`config.mk`:
```
export PLATFORM = sky130hd
export DESIGN_NAME = baud_rate_timing_unit
export DESIGN_NICKNAME = d
export VERILOG_FILES = /design/src/verilog/rate_timing_pkg.sv /design/src/verilog/baud_rate_timing_unit.sv
export SDC_FILE = /design/constraint.sdc
export NUM_CORES = 1
export LEC_CHECK = 0
export ABC_AREA = 1
export ABC_CLOCK_PERIOD_IN_PS = 7980
export BUFFER_PORTS_ARGS = -buffer_cell sky130_fd_sc_hd__buf_2
export CORE_ASPECT_RATIO = 0.75
export CORE_UTILIZATION = 60
export CTS_CLUSTER_SIZE = 30
export DETAILED_ROUTE_END_ITERATION = 8
export GPL_ROUTABILITY_DRIVEN = 0
export PLACE_DENSITY = 0.92
export SETUP_SLACK_MARGIN = 0.15
export SYNTH_ARGS = -nofsm -noshare
export SYNTH_HDL_FRONTEND = slang
export SYNTH_SLANG_ARGS = --single-unit
```
`constraint.sdc`:
```
create_clock -name clk -period 7.98 [get_ports clk]
set_input_delay 1.596 -clock clk [delete_from_list [all_inputs] [get_ports clk]]
set_output_delay 1.596 -clock clk [all_outputs]
set_load 0.02 [all_outputs]
```
`src/verilog/rate_timing_pkg.sv`:
```
// Constants for the bit-rate timing unit
`default_nettype none
package rate_timing_pkg;

    // Reference divider widths and table size
    localparam int unsigned DIV_W = 13;
    localparam int unsigned RATE_COUNT = 16;
    localparam int unsigned SEL_W = 4;
    localparam int unsigned CHAR_LEN_W = 2;

    // Reset values of the configuration
    localparam logic [SEL_W-1:0] RATE_SEL_RST = 4'h0;
    localparam logic [CHAR_LEN_W-1:0] CHAR_LEN_RST = 2'h0;

    // Bit clock multipliers
    localparam int unsigned ASYNC_MULT = 16;
    localparam int unsigned SYNC_MULT = 1;

    // Divisors of the reference clock, one per selectable rate
    localparam logic [DIV_W-1:0] DIV_50 = 13'h18C0;
    localparam logic [DIV_W-1:0] DIV_75 = 13'h1080;
    localparam logic [DIV_W-1:0] DIV_110 = 13'h0B40;
    localparam logic [DIV_W-1:0] DIV_134_5 = 13'h0933;
    localparam logic [DIV_W-1:0] DIV_150 = 13'h0840;
    localparam logic [DIV_W-1:0] DIV_300 = 13'h0420;
    localparam logic [DIV_W-1:0] DIV_600 = 13'h0210;
    localparam logic [DIV_W-1:0] DIV_1200 = 13'h0108;
    localparam logic [DIV_W-1:0] DIV_1800 = 13'h00B0;
    localparam logic [DIV_W-1:0] DIV_2000 = 13'h009E;
    localparam logic [DIV_W-1:0] DIV_2400 = 13'h0084;
    localparam logic [DIV_W-1:0] DIV_3600 = 13'h0058;
    localparam logic [DIV_W-1:0] DIV_4800 = 13'h0042;
    localparam logic [DIV_W-1:0] DIV_7200 = 13'h002C;
    localparam logic [DIV_W-1:0] DIV_9600 = 13'h0021;
    localparam logic [DIV_W-1:0] DIV_19200 = 13'h0010;

endpackage
`default_nettype wire

```
`src/verilog/baud_rate_timing_unit.sv`:
```
// Bit-rate clock generation for the serial transmitter and receiver
`timescale 1ns/1ps
`default_nettype none

// Operation
// Divide reference clock by selected fixed divisor
// Asynchronous mode: bit clock is sixteen times
// Synchronous mode: one clock per serial bit
// Sixteen rates, shared by transmit and receive
// External bit clocks or internally divided reference
// Host settings steer timing and serial sections
// Count to divisor, reload, never drift
module baud_rate_timing_unit
    import rate_timing_pkg::*;
#(
    parameter int unsigned DIVIDER_WIDTH = DIV_W
) (
    input wire logic clk,
    input wire logic reset,
    input wire logic ref_clk_in,
    input wire logic ext_tx_bit_clock,
    input wire logic ext_rx_bit_clock,
    input wire logic cfg_write,
    input wire logic [SEL_W-1:0] cfg_rate_sel,
    input wire logic cfg_sync_mode,
    input wire logic cfg_internal_clk,
    input wire logic [CHAR_LEN_W-1:0] cfg_char_len,
    output logic tx_bit_clock,
    output logic rx_bit_clock,
    output logic bit_tick,
    output logic sync_mode,
    output logic [2:0] sample_mult_log2,
    output logic [CHAR_LEN_W-1:0] char_len
);

    // ------------------------------------------------------------
    // Elaboration check
    // ------------------------------------------------------------
    if (DIVIDER_WIDTH < DIV_W) begin : g_bad_width
        $error("Divider width too small for largest divisor");
    end
    if ((1 << SEL_W) != RATE_COUNT) begin : g_bad_table
        $error("Rate selector width does not cover the rate table");
    end

    // ------------------------------------------------------------
    // Divisor lookup
    // ------------------------------------------------------------
    // Maps a rate selection onto its reference-clock divisor
    function automatic logic [DIV_W-1:0] divisor_of(input logic [SEL_W-1:0] sel);
        logic [DIV_W-1:0] d;
        d = DIV_50;
        unique case (sel)
            4'h0: d = DIV_50;
            4'h1: d = DIV_75;
            4'h2: d = DIV_110;
            4'h3: d = DIV_134_5;
            4'h4: d = DIV_150;
            4'h5: d = DIV_300;
            4'h6: d = DIV_600;
            4'h7: d = DIV_1200;
            4'h8: d = DIV_1800;
            4'h9: d = DIV_2000;
            4'hA: d = DIV_2400;
            4'hB: d = DIV_3600;
            4'hC: d = DIV_4800;
            4'hD: d = DIV_7200;
            4'hE: d = DIV_9600;
            4'hF: d = DIV_19200;
        endcase
        return d;
    endfunction

    // ------------------------------------------------------------
    // Configuration state
    // ------------------------------------------------------------
    logic [SEL_W-1:0] rate_sel_r;
    logic [SEL_W-1:0] rate_sel_nxt;
    logic sync_mode_r;
    logic sync_mode_nxt;
    logic internal_r;
    logic internal_nxt;
    logic [CHAR_LEN_W-1:0] char_len_r;
    logic [CHAR_LEN_W-1:0] char_len_nxt;

    // Host control word latches all settings at once
    always_comb begin
        rate_sel_nxt = rate_sel_r;
        sync_mode_nxt = sync_mode_r;
        internal_nxt = internal_r;
        char_len_nxt = char_len_r;
        if (cfg_write) begin
            rate_sel_nxt = cfg_rate_sel;
            sync_mode_nxt = cfg_sync_mode;
            internal_nxt = cfg_internal_clk;
            char_len_nxt = cfg_char_len;
        end
    end

    // Master reset clears the configuration
    always_ff @(posedge clk) begin
        if (reset) begin
            rate_sel_r <= RATE_SEL_RST;
            sync_mode_r <= 1'b0;
            internal_r <= 1'b0;
            char_len_r <= CHAR_LEN_RST;
        end else begin
            rate_sel_r <= rate_sel_nxt;
            sync_mode_r <= sync_mode_nxt;
            internal_r <= internal_nxt;
            char_len_r <= char_len_nxt;
        end
    end

    // ------------------------------------------------------------
    // Reference clock edge detection
    // ------------------------------------------------------------
    logic ref_prev_r;
    logic ref_rise;

    // Previous reference level, idle low after reset
    always_ff @(posedge clk) begin
        if (reset) begin
            ref_prev_r <= 1'b0;
        end else begin
            ref_prev_r <= ref_clk_in;
        end
    end

    // One pulse per reference clock rising edge
    assign ref_rise = ref_clk_in & ~ref_prev_r;

    // ------------------------------------------------------------
    // Rate divider
    // ------------------------------------------------------------
    // Counter increment at the counter width
    localparam logic [DIVIDER_WIDTH-1:0] CNT_ONE = DIVIDER_WIDTH'(1'b1);

    logic [DIVIDER_WIDTH-1:0] div_cnt_r;
    logic [DIVIDER_WIDTH-1:0] div_cnt_nxt;
    logic div_clk_r;
    logic div_clk_nxt;
    logic [DIVIDER_WIDTH-1:0] divisor;
    logic [DIVIDER_WIDTH-1:0] half_div;

    // Table divisor widened to the counter width
    assign divisor = DIVIDER_WIDTH'(divisor_of(rate_sel_r));
    assign half_div = divisor >> 1;

    // Counts reference edges, wraps exactly at the divisor
    always_comb begin
        div_cnt_nxt = div_cnt_r;
        div_clk_nxt = div_clk_r;
        if (cfg_write) begin
            div_cnt_nxt = '0;
            div_clk_nxt = 1'b0;
        end else if (ref_rise) begin
            if (div_cnt_r >= divisor - CNT_ONE) begin
                div_cnt_nxt = '0;
                div_clk_nxt = 1'b0;
            end else begin
                div_cnt_nxt = div_cnt_r + CNT_ONE;
                div_clk_nxt = (div_cnt_r + CNT_ONE) >= half_div;
            end
        end
    end

    // Divider count and divided clock registers
    always_ff @(posedge clk) begin
        if (reset) begin
            div_cnt_r <= '0;
            div_clk_r <= 1'b0;
        end else begin
            div_cnt_r <= div_cnt_nxt;
            div_clk_r <= div_clk_nxt;
        end
    end

    // ------------------------------------------------------------
    // Clock source select and outputs
    // ------------------------------------------------------------
    logic tx_nxt;
    logic rx_nxt;
    logic tick_nxt;

    // Internal divider feeds both directions; else external pins
    always_comb begin
        if (internal_r) begin
            tx_nxt = div_clk_r;
            rx_nxt = div_clk_r;
        end else begin
            tx_nxt = ext_tx_bit_clock;
            rx_nxt = ext_rx_bit_clock;
        end
        tick_nxt = tx_nxt & ~tx_bit_clock;
    end

    // Bit clocks and tick leave through flip-flops
    always_ff @(posedge clk) begin
        if (reset) begin
            tx_bit_clock <= 1'b0;
            rx_bit_clock <= 1'b0;
            bit_tick <= 1'b0;
        end else begin
            tx_bit_clock <= tx_nxt;
            rx_bit_clock <= rx_nxt;
            bit_tick <= tick_nxt;
        end
    end

    // ------------------------------------------------------------
    // Settings handed to the serial sections
    // ------------------------------------------------------------
    // Sampling multiplier as a shift count: 16X async, 1X sync
    localparam logic [2:0] ASYNC_SHIFT = 3'($clog2(ASYNC_MULT));
    localparam logic [2:0] SYNC_SHIFT = 3'($clog2(SYNC_MULT));

    // Registered settings drive the serial sections directly
    assign sync_mode = sync_mode_r;
    assign sample_mult_log2 = sync_mode_r ? SYNC_SHIFT : ASYNC_SHIFT;
    assign char_len = char_len_r;

endmodule

`default_nettype wire

```
; Word level (Yosys, flattened, before mapping)
; Memories as Yosys holds them, arrays and structs flattened. A register that Yosys moved wholly into a read port is not among the register bits.
; Cells that the tools add are included.
[op_classes]
n_addsub = 2
multipliers = 0
n_div = 0
magnitude_cmp = 2
eq_ne = 0
shift = 0
n_mux = 7
bitwise_logic = 4
n_reduce_logical = 1
[op_table]
columns = op, count
row1 = $add A13 B1 Y13 const B, 1
row2 = $ge A13 B12 Y1, 1
row3 = $ge A13 B13 Y1, 1
row4 = $mux W13, 1
row5 = $sub A13 B1 Y13 const B, 1
row6 = $mux W4, 2
row7 = $mux W1, 3
row8 = $mux W3, 1
row9 = $and A1 B1 Y1, 2
row10 = $not A1 Y1, 2
row11 = $reduce_or A2 Y1, 1
[word_totals]
ff_bits = 26
latch_bits = 0
mem_bits_rw = 0
mem_bits_ro = 208
inputBits = 14
mem_count = 1
[memory_table]
columns = memory, words, width, read_ports, rd_clocked_by_memory_dff, wr, line_no
row1 = (name not given), 16, 13, 1, 1, 0, baud_rate_timing_unit.sv:53  ; unique case (sel)

; Logic depth before layout (Yosys ltp)
[depth]
word_depth = 3
ltp_mapped = 16
ltp_nobuf = 16

; Worst setup path before layout
; OpenSTA, ideal clock, no wires.
[synth_path]
path_type = input to register
from = in cfg_write
to = reg, netlist name divisor[6]
setup_time_ns = 0.120
arrival_ns = 2.973
required_ns = 7.860
setup_slack_ns = 4.888
path_stages = 10
n_path_buf = 2
cell_sequence = buf_2 clkinv_2 nor2_1 or3_1 clkbuf_1 inv_1 ha_1 or2_2 o211ai_1 nand2_1
[synth_via]
elab_chain_cells = 2
[synth_rtl]
columns = item, line_no
row1 = "start, declared", baud_rate_timing_unit.sv:23  ; input wire logic cfg_write,
row2 = $mux W4 (no source line) (2 in a row), -
; No other way between the ends.
; A chain may end at the register's enable or synchronous reset.

; Final worst setup path
[layout_path]
from = reg, netlist name divisor[0]
to = reg div_cnt_r[7]
[layout_via]
elab_chain_cells = 3
[layout_rtl]
columns = item, line_no
row1 = $sub A13 B1 Y13, baud_rate_timing_unit.sv:158  ; if (div_cnt_r >= divisor - CNT_ONE) begin
row2 = $ge A13 B13 Y1, baud_rate_timing_unit.sv:158
row3 = $mux W13, baud_rate_timing_unit.sv:158
row4 = "end signal, assigned", baud_rate_timing_unit.sv:174  ; div_cnt_r <= div_cnt_nxt;
row5 = "end, declared", baud_rate_timing_unit.sv:139  ; logic [DIVIDER_WIDTH-1:0] div_cnt_r;
; No other way between the ends.

==> metrics.md <==
| Metric | Value |
|---|---|
| Total number of vias | roughly 2300 |
| Number of vias per cell after detailed routing | 5.326 |
| Top-area cell type share of the netlist area | 0.3074 |
| Antenna diode count | 0 |
| Total die area | between 4000 and 5000 um^2 |
| RSZ-0062 raised after global routing | false |
| Antenna violation net count after detailed routing | 0 |
| Library cell with the largest summed area after synthesis | sky130_fd_sc_hd__dfxtp_1 |
| Class of the worst hold path | reg2reg |
| Post-Synth Adder-Cell Area | 0.1527 |
| Post-synthesis register bit count | 39 |
| Port Buffers | 20 |
| Setup Viol. Count Final | 0 |
| Kind of critical path | reg2reg |
| # hold bufs at CTS | 0 |
| Count of pins over their slew limit | 0 |
| CTS clk-pin slew, worst paths | 80 ps |
| NumNets Final | about 420 |
| Clock latency at the later pin of the worst-skew pair | approximately 300 ps |
| Leading cell types by count after synthesis | 92 x sky130_fd_sc_hd__nand2_1, 46 x sky130_fd_sc_hd__inv_1, 39 x sky130_fd_sc_hd__dfxtp_1 |
| Measured slew at the worst slew-check pin | 535.7 ps |
| Final core utilization | 0.6738 |
| Count of final hold-check violations | 0 |
| Largest cells by area after synthesis | sky130_fd_sc_hd__dfxtp_1 31%, sky130_fd_sc_hd__ha_1 15%, sky130_fd_sc_hd__nand2_1 14% |
| Pre-antenna DRT Iters | 4 |
| Xor/xnor cell area share of the yosys netlist | 0.06552 |
| Library cell with the highest instance count after synthesis | sky130_fd_sc_hd__nand2_1 |
| DRC violation total after the first TritonRoute iteration | roughly 120 |
| Vias in the first global route | between 2000 and 2500 |
| TritonCTS clock tree | done |
| Post-synth ARST share | 0 |
| Average routed wire per standard cell | between 10 and 15 um |
| Worst clock skew | 15.39 ps |
| Seq/Total Area, Yosys | 0.3074 |
| Proportion of layout cells with a drive suffix above 1 | 0.1051 |
| Post CTS Setup Buffer Count | 0 |
| Post-detail-place hpwl | ~4100 um |
| Initial antenna violation count | 0 |
| Detailed-route wire length | between 5000 and 6000 um |
| Number of buffers inserted during clock tree synthesis | 5 |
| VDD IR-drop max | between 0.0001 and 0.00015 V |
| Period Utilization, post-route | 0.3946 |
| Synth Area in Compound Gates | 0.1010 |
| Die outline height | ~58 um |
| Post-route minimum period | about 3100 ps |
| GRT Total Usage | 0.2628 |
| Area growth from synthesis to layout | 7.537% |
| Number of enable-type register cells in the synthesized netlist | 0 |
| Maximum achievable frequency | around 0.32 GHz |
| First-pass GRT wire length | just over 9000 um |
| Largest net degree at the start of global routing | 17 |
| I/O Pins | 23 |
| Sum of negative setup slack | 0 ps |
| Mapped Cells | around 350 |
| Avg Cell Area, Syn | 7.216 um^2 |
| DRC Markers | 0 |
| Proportion of synthesized area in mux cells | 0 |
| Root buffer cell | sky130_fd_sc_hd__clkbuf_8 |
| Synth Area in Simple Gates | 0.2759 |
| H-Tree Level Count | 2 |
| Largest family of logic cells by synthesized area | simple AND/OR/NAND/NOR gates |
| Max-cap violations | 0 |
| Setup slack on the worst flop-to-flop path | roughly 4800 ps |
| Floorplan core area | 4054 um^2 |
| Setup crit start kind | flip-flop |
| Ys flop type | sky130_fd_sc_hd__dfxtp_1 |
| Horizontal die dimension | between 70 and 80 um |
| Outcome | finished, final reports clean |
| Deepest clock path buffer count | 2 |
| Kind of capture point of the worst setup path | flip-flop |
| Worst endpoint required time | 8210 ps |
| Number of distinct library cells after synthesis | 36 |
| Pwr/cell area | between 150 and 200 nW/um^2 |
| Worst Path Max Fanout | 14 |
| Starting density of the core | 0.6265 |
| Pleak | about 1.4 nW |
| Yosys Warn Count | 0 |
| Total overflow reported by the global router | 0 |
| Rel. slew slack | 0.6417 |
| Cts repair resizes | 0 |
| Arr. time, crit path | around 3400 ps |
| Number of clock sinks | 39 |
| Mapped Area | 2540 um^2 |
| Num rows | 20 |
## stage by stage
step	cells	instance area [um^2]	total power [W]	setup WS (ps)	hold WS [ps]
2_1_floorplan	353	2544	0.0002834	4888	445.6
3_3_place_gp	418	2650	0.0002981	4798	409.2
3_5_place_dp	418	2650	0.0003030	4790	413.4
4_1_cts	426	2731	0.0004308	4847	426.8
5_1_grt	426	2731	0.0004532	4524	436.5
6_report	426	2731	0.0004316	4831	426.3
## cell type report
type                       instances  area, um^2
multi-input combinational        256        1519
fill                             327        1323
sequential                        39       780.7
inverter                          48       181.4
timing repair buffer              20       100.1
clock buffer                       7       76.32
tap                               55       68.82
clock inverter                     1       5.005
## critical path: stages (launching register included)
cell and delay [ps]:
sky130_fd_sc_hd__dfxtp_1 310, sky130_fd_sc_hd__inv_1 120, sky130_fd_sc_hd__ha_1 230, sky130_fd_sc_hd__nand4_1 190, sky130_fd_sc_hd__nor3_1 280, sky130_fd_sc_hd__nand3_1 170
sky130_fd_sc_hd__nor3_1 210, sky130_fd_sc_hd__xor2_1 210, sky130_fd_sc_hd__ha_1 270, sky130_fd_sc_hd__a21oi_1 130, sky130_fd_sc_hd__o21ai_0 110, sky130_fd_sc_hd__or2_4 250
sky130_fd_sc_hd__a21oi_4 320, sky130_fd_sc_hd__nand2_1 130, sky130_fd_sc_hd__a21oi_2 140
## cells by family (layout without fill, tap and decap cells)
family	Yosys count	after routing
simple gates	163	163
buf+inv	58	76
compound gates	41	41
flops	39	39
fa+ha+maj	31	31
xor+xnor	19	19
other cells	1	2
## power breakdown
group	total (W)	internal, W	switching [W]
logic	0.0000903	0.0000323	0.0000580
clock network	0.000131	0.0000614	0.0000697
registers	0.000210	0.000204	0.00000586
## cells in the final DEF (no fill, tap or decap), types with 4 or more instances in the layout
master,n
sky130_fd_sc_hd__dfxtp_1,39
sky130_fd_sc_hd__nor3_1,8
sky130_fd_sc_hd__nand2_1,92
sky130_fd_sc_hd__ha_1,31
sky130_fd_sc_hd__xor2_1,15
sky130_fd_sc_hd__xnor2_1,4
sky130_fd_sc_hd__buf_2,20
sky130_fd_sc_hd__inv_1,46
sky130_fd_sc_hd__a21oi_1,20
sky130_fd_sc_hd__nand4_1,4
sky130_fd_sc_hd__o21ai_0,6
sky130_fd_sc_hd__clkbuf_8,5
sky130_fd_sc_hd__a21oi_2,5
sky130_fd_sc_hd__nor2_1,37
sky130_fd_sc_hd__nand3_1,13
## sequential cells by signal, indices dropped and copies added, names as in the netlist
register / cells
bit_tick: 1
char_len: 2
div_clk_r: 1
div_cnt_r: 13
divisor: 13
internal_r: 1
rate_sel_r: 4
ref_prev_r: 1
rx_bit_clock: 1
sync_mode: 1
tx_bit_clock: 1
## per-layer routing
layer | routed length [um] | vias to the layer above | track usage | part of all wire
met4 | 70 | 0 | 0.09164 | 0.013
li1 | - | 1160 | - | -
met5 | 0 | - | 0 | 0
met2 | 2501 | 64 | 0.4387 | 0.46
met3 | 355 | 7 | 0.05426 | 0.066
met1 | 2479 | 1038 | 0.3423 | 0.46
## worst paths after layout
path / from / endpoint / cells after the start
setup reg to reg: divisor[0] / div_cnt_r[7] / 14
setup / recovery: divisor[0] / div_cnt_r[7] / 14
hold / removal: tx_bit_clock / bit_tick / 1
hold reg to reg: tx_bit_clock / bit_tick / 1
Power figures use the tool's default switching activity.
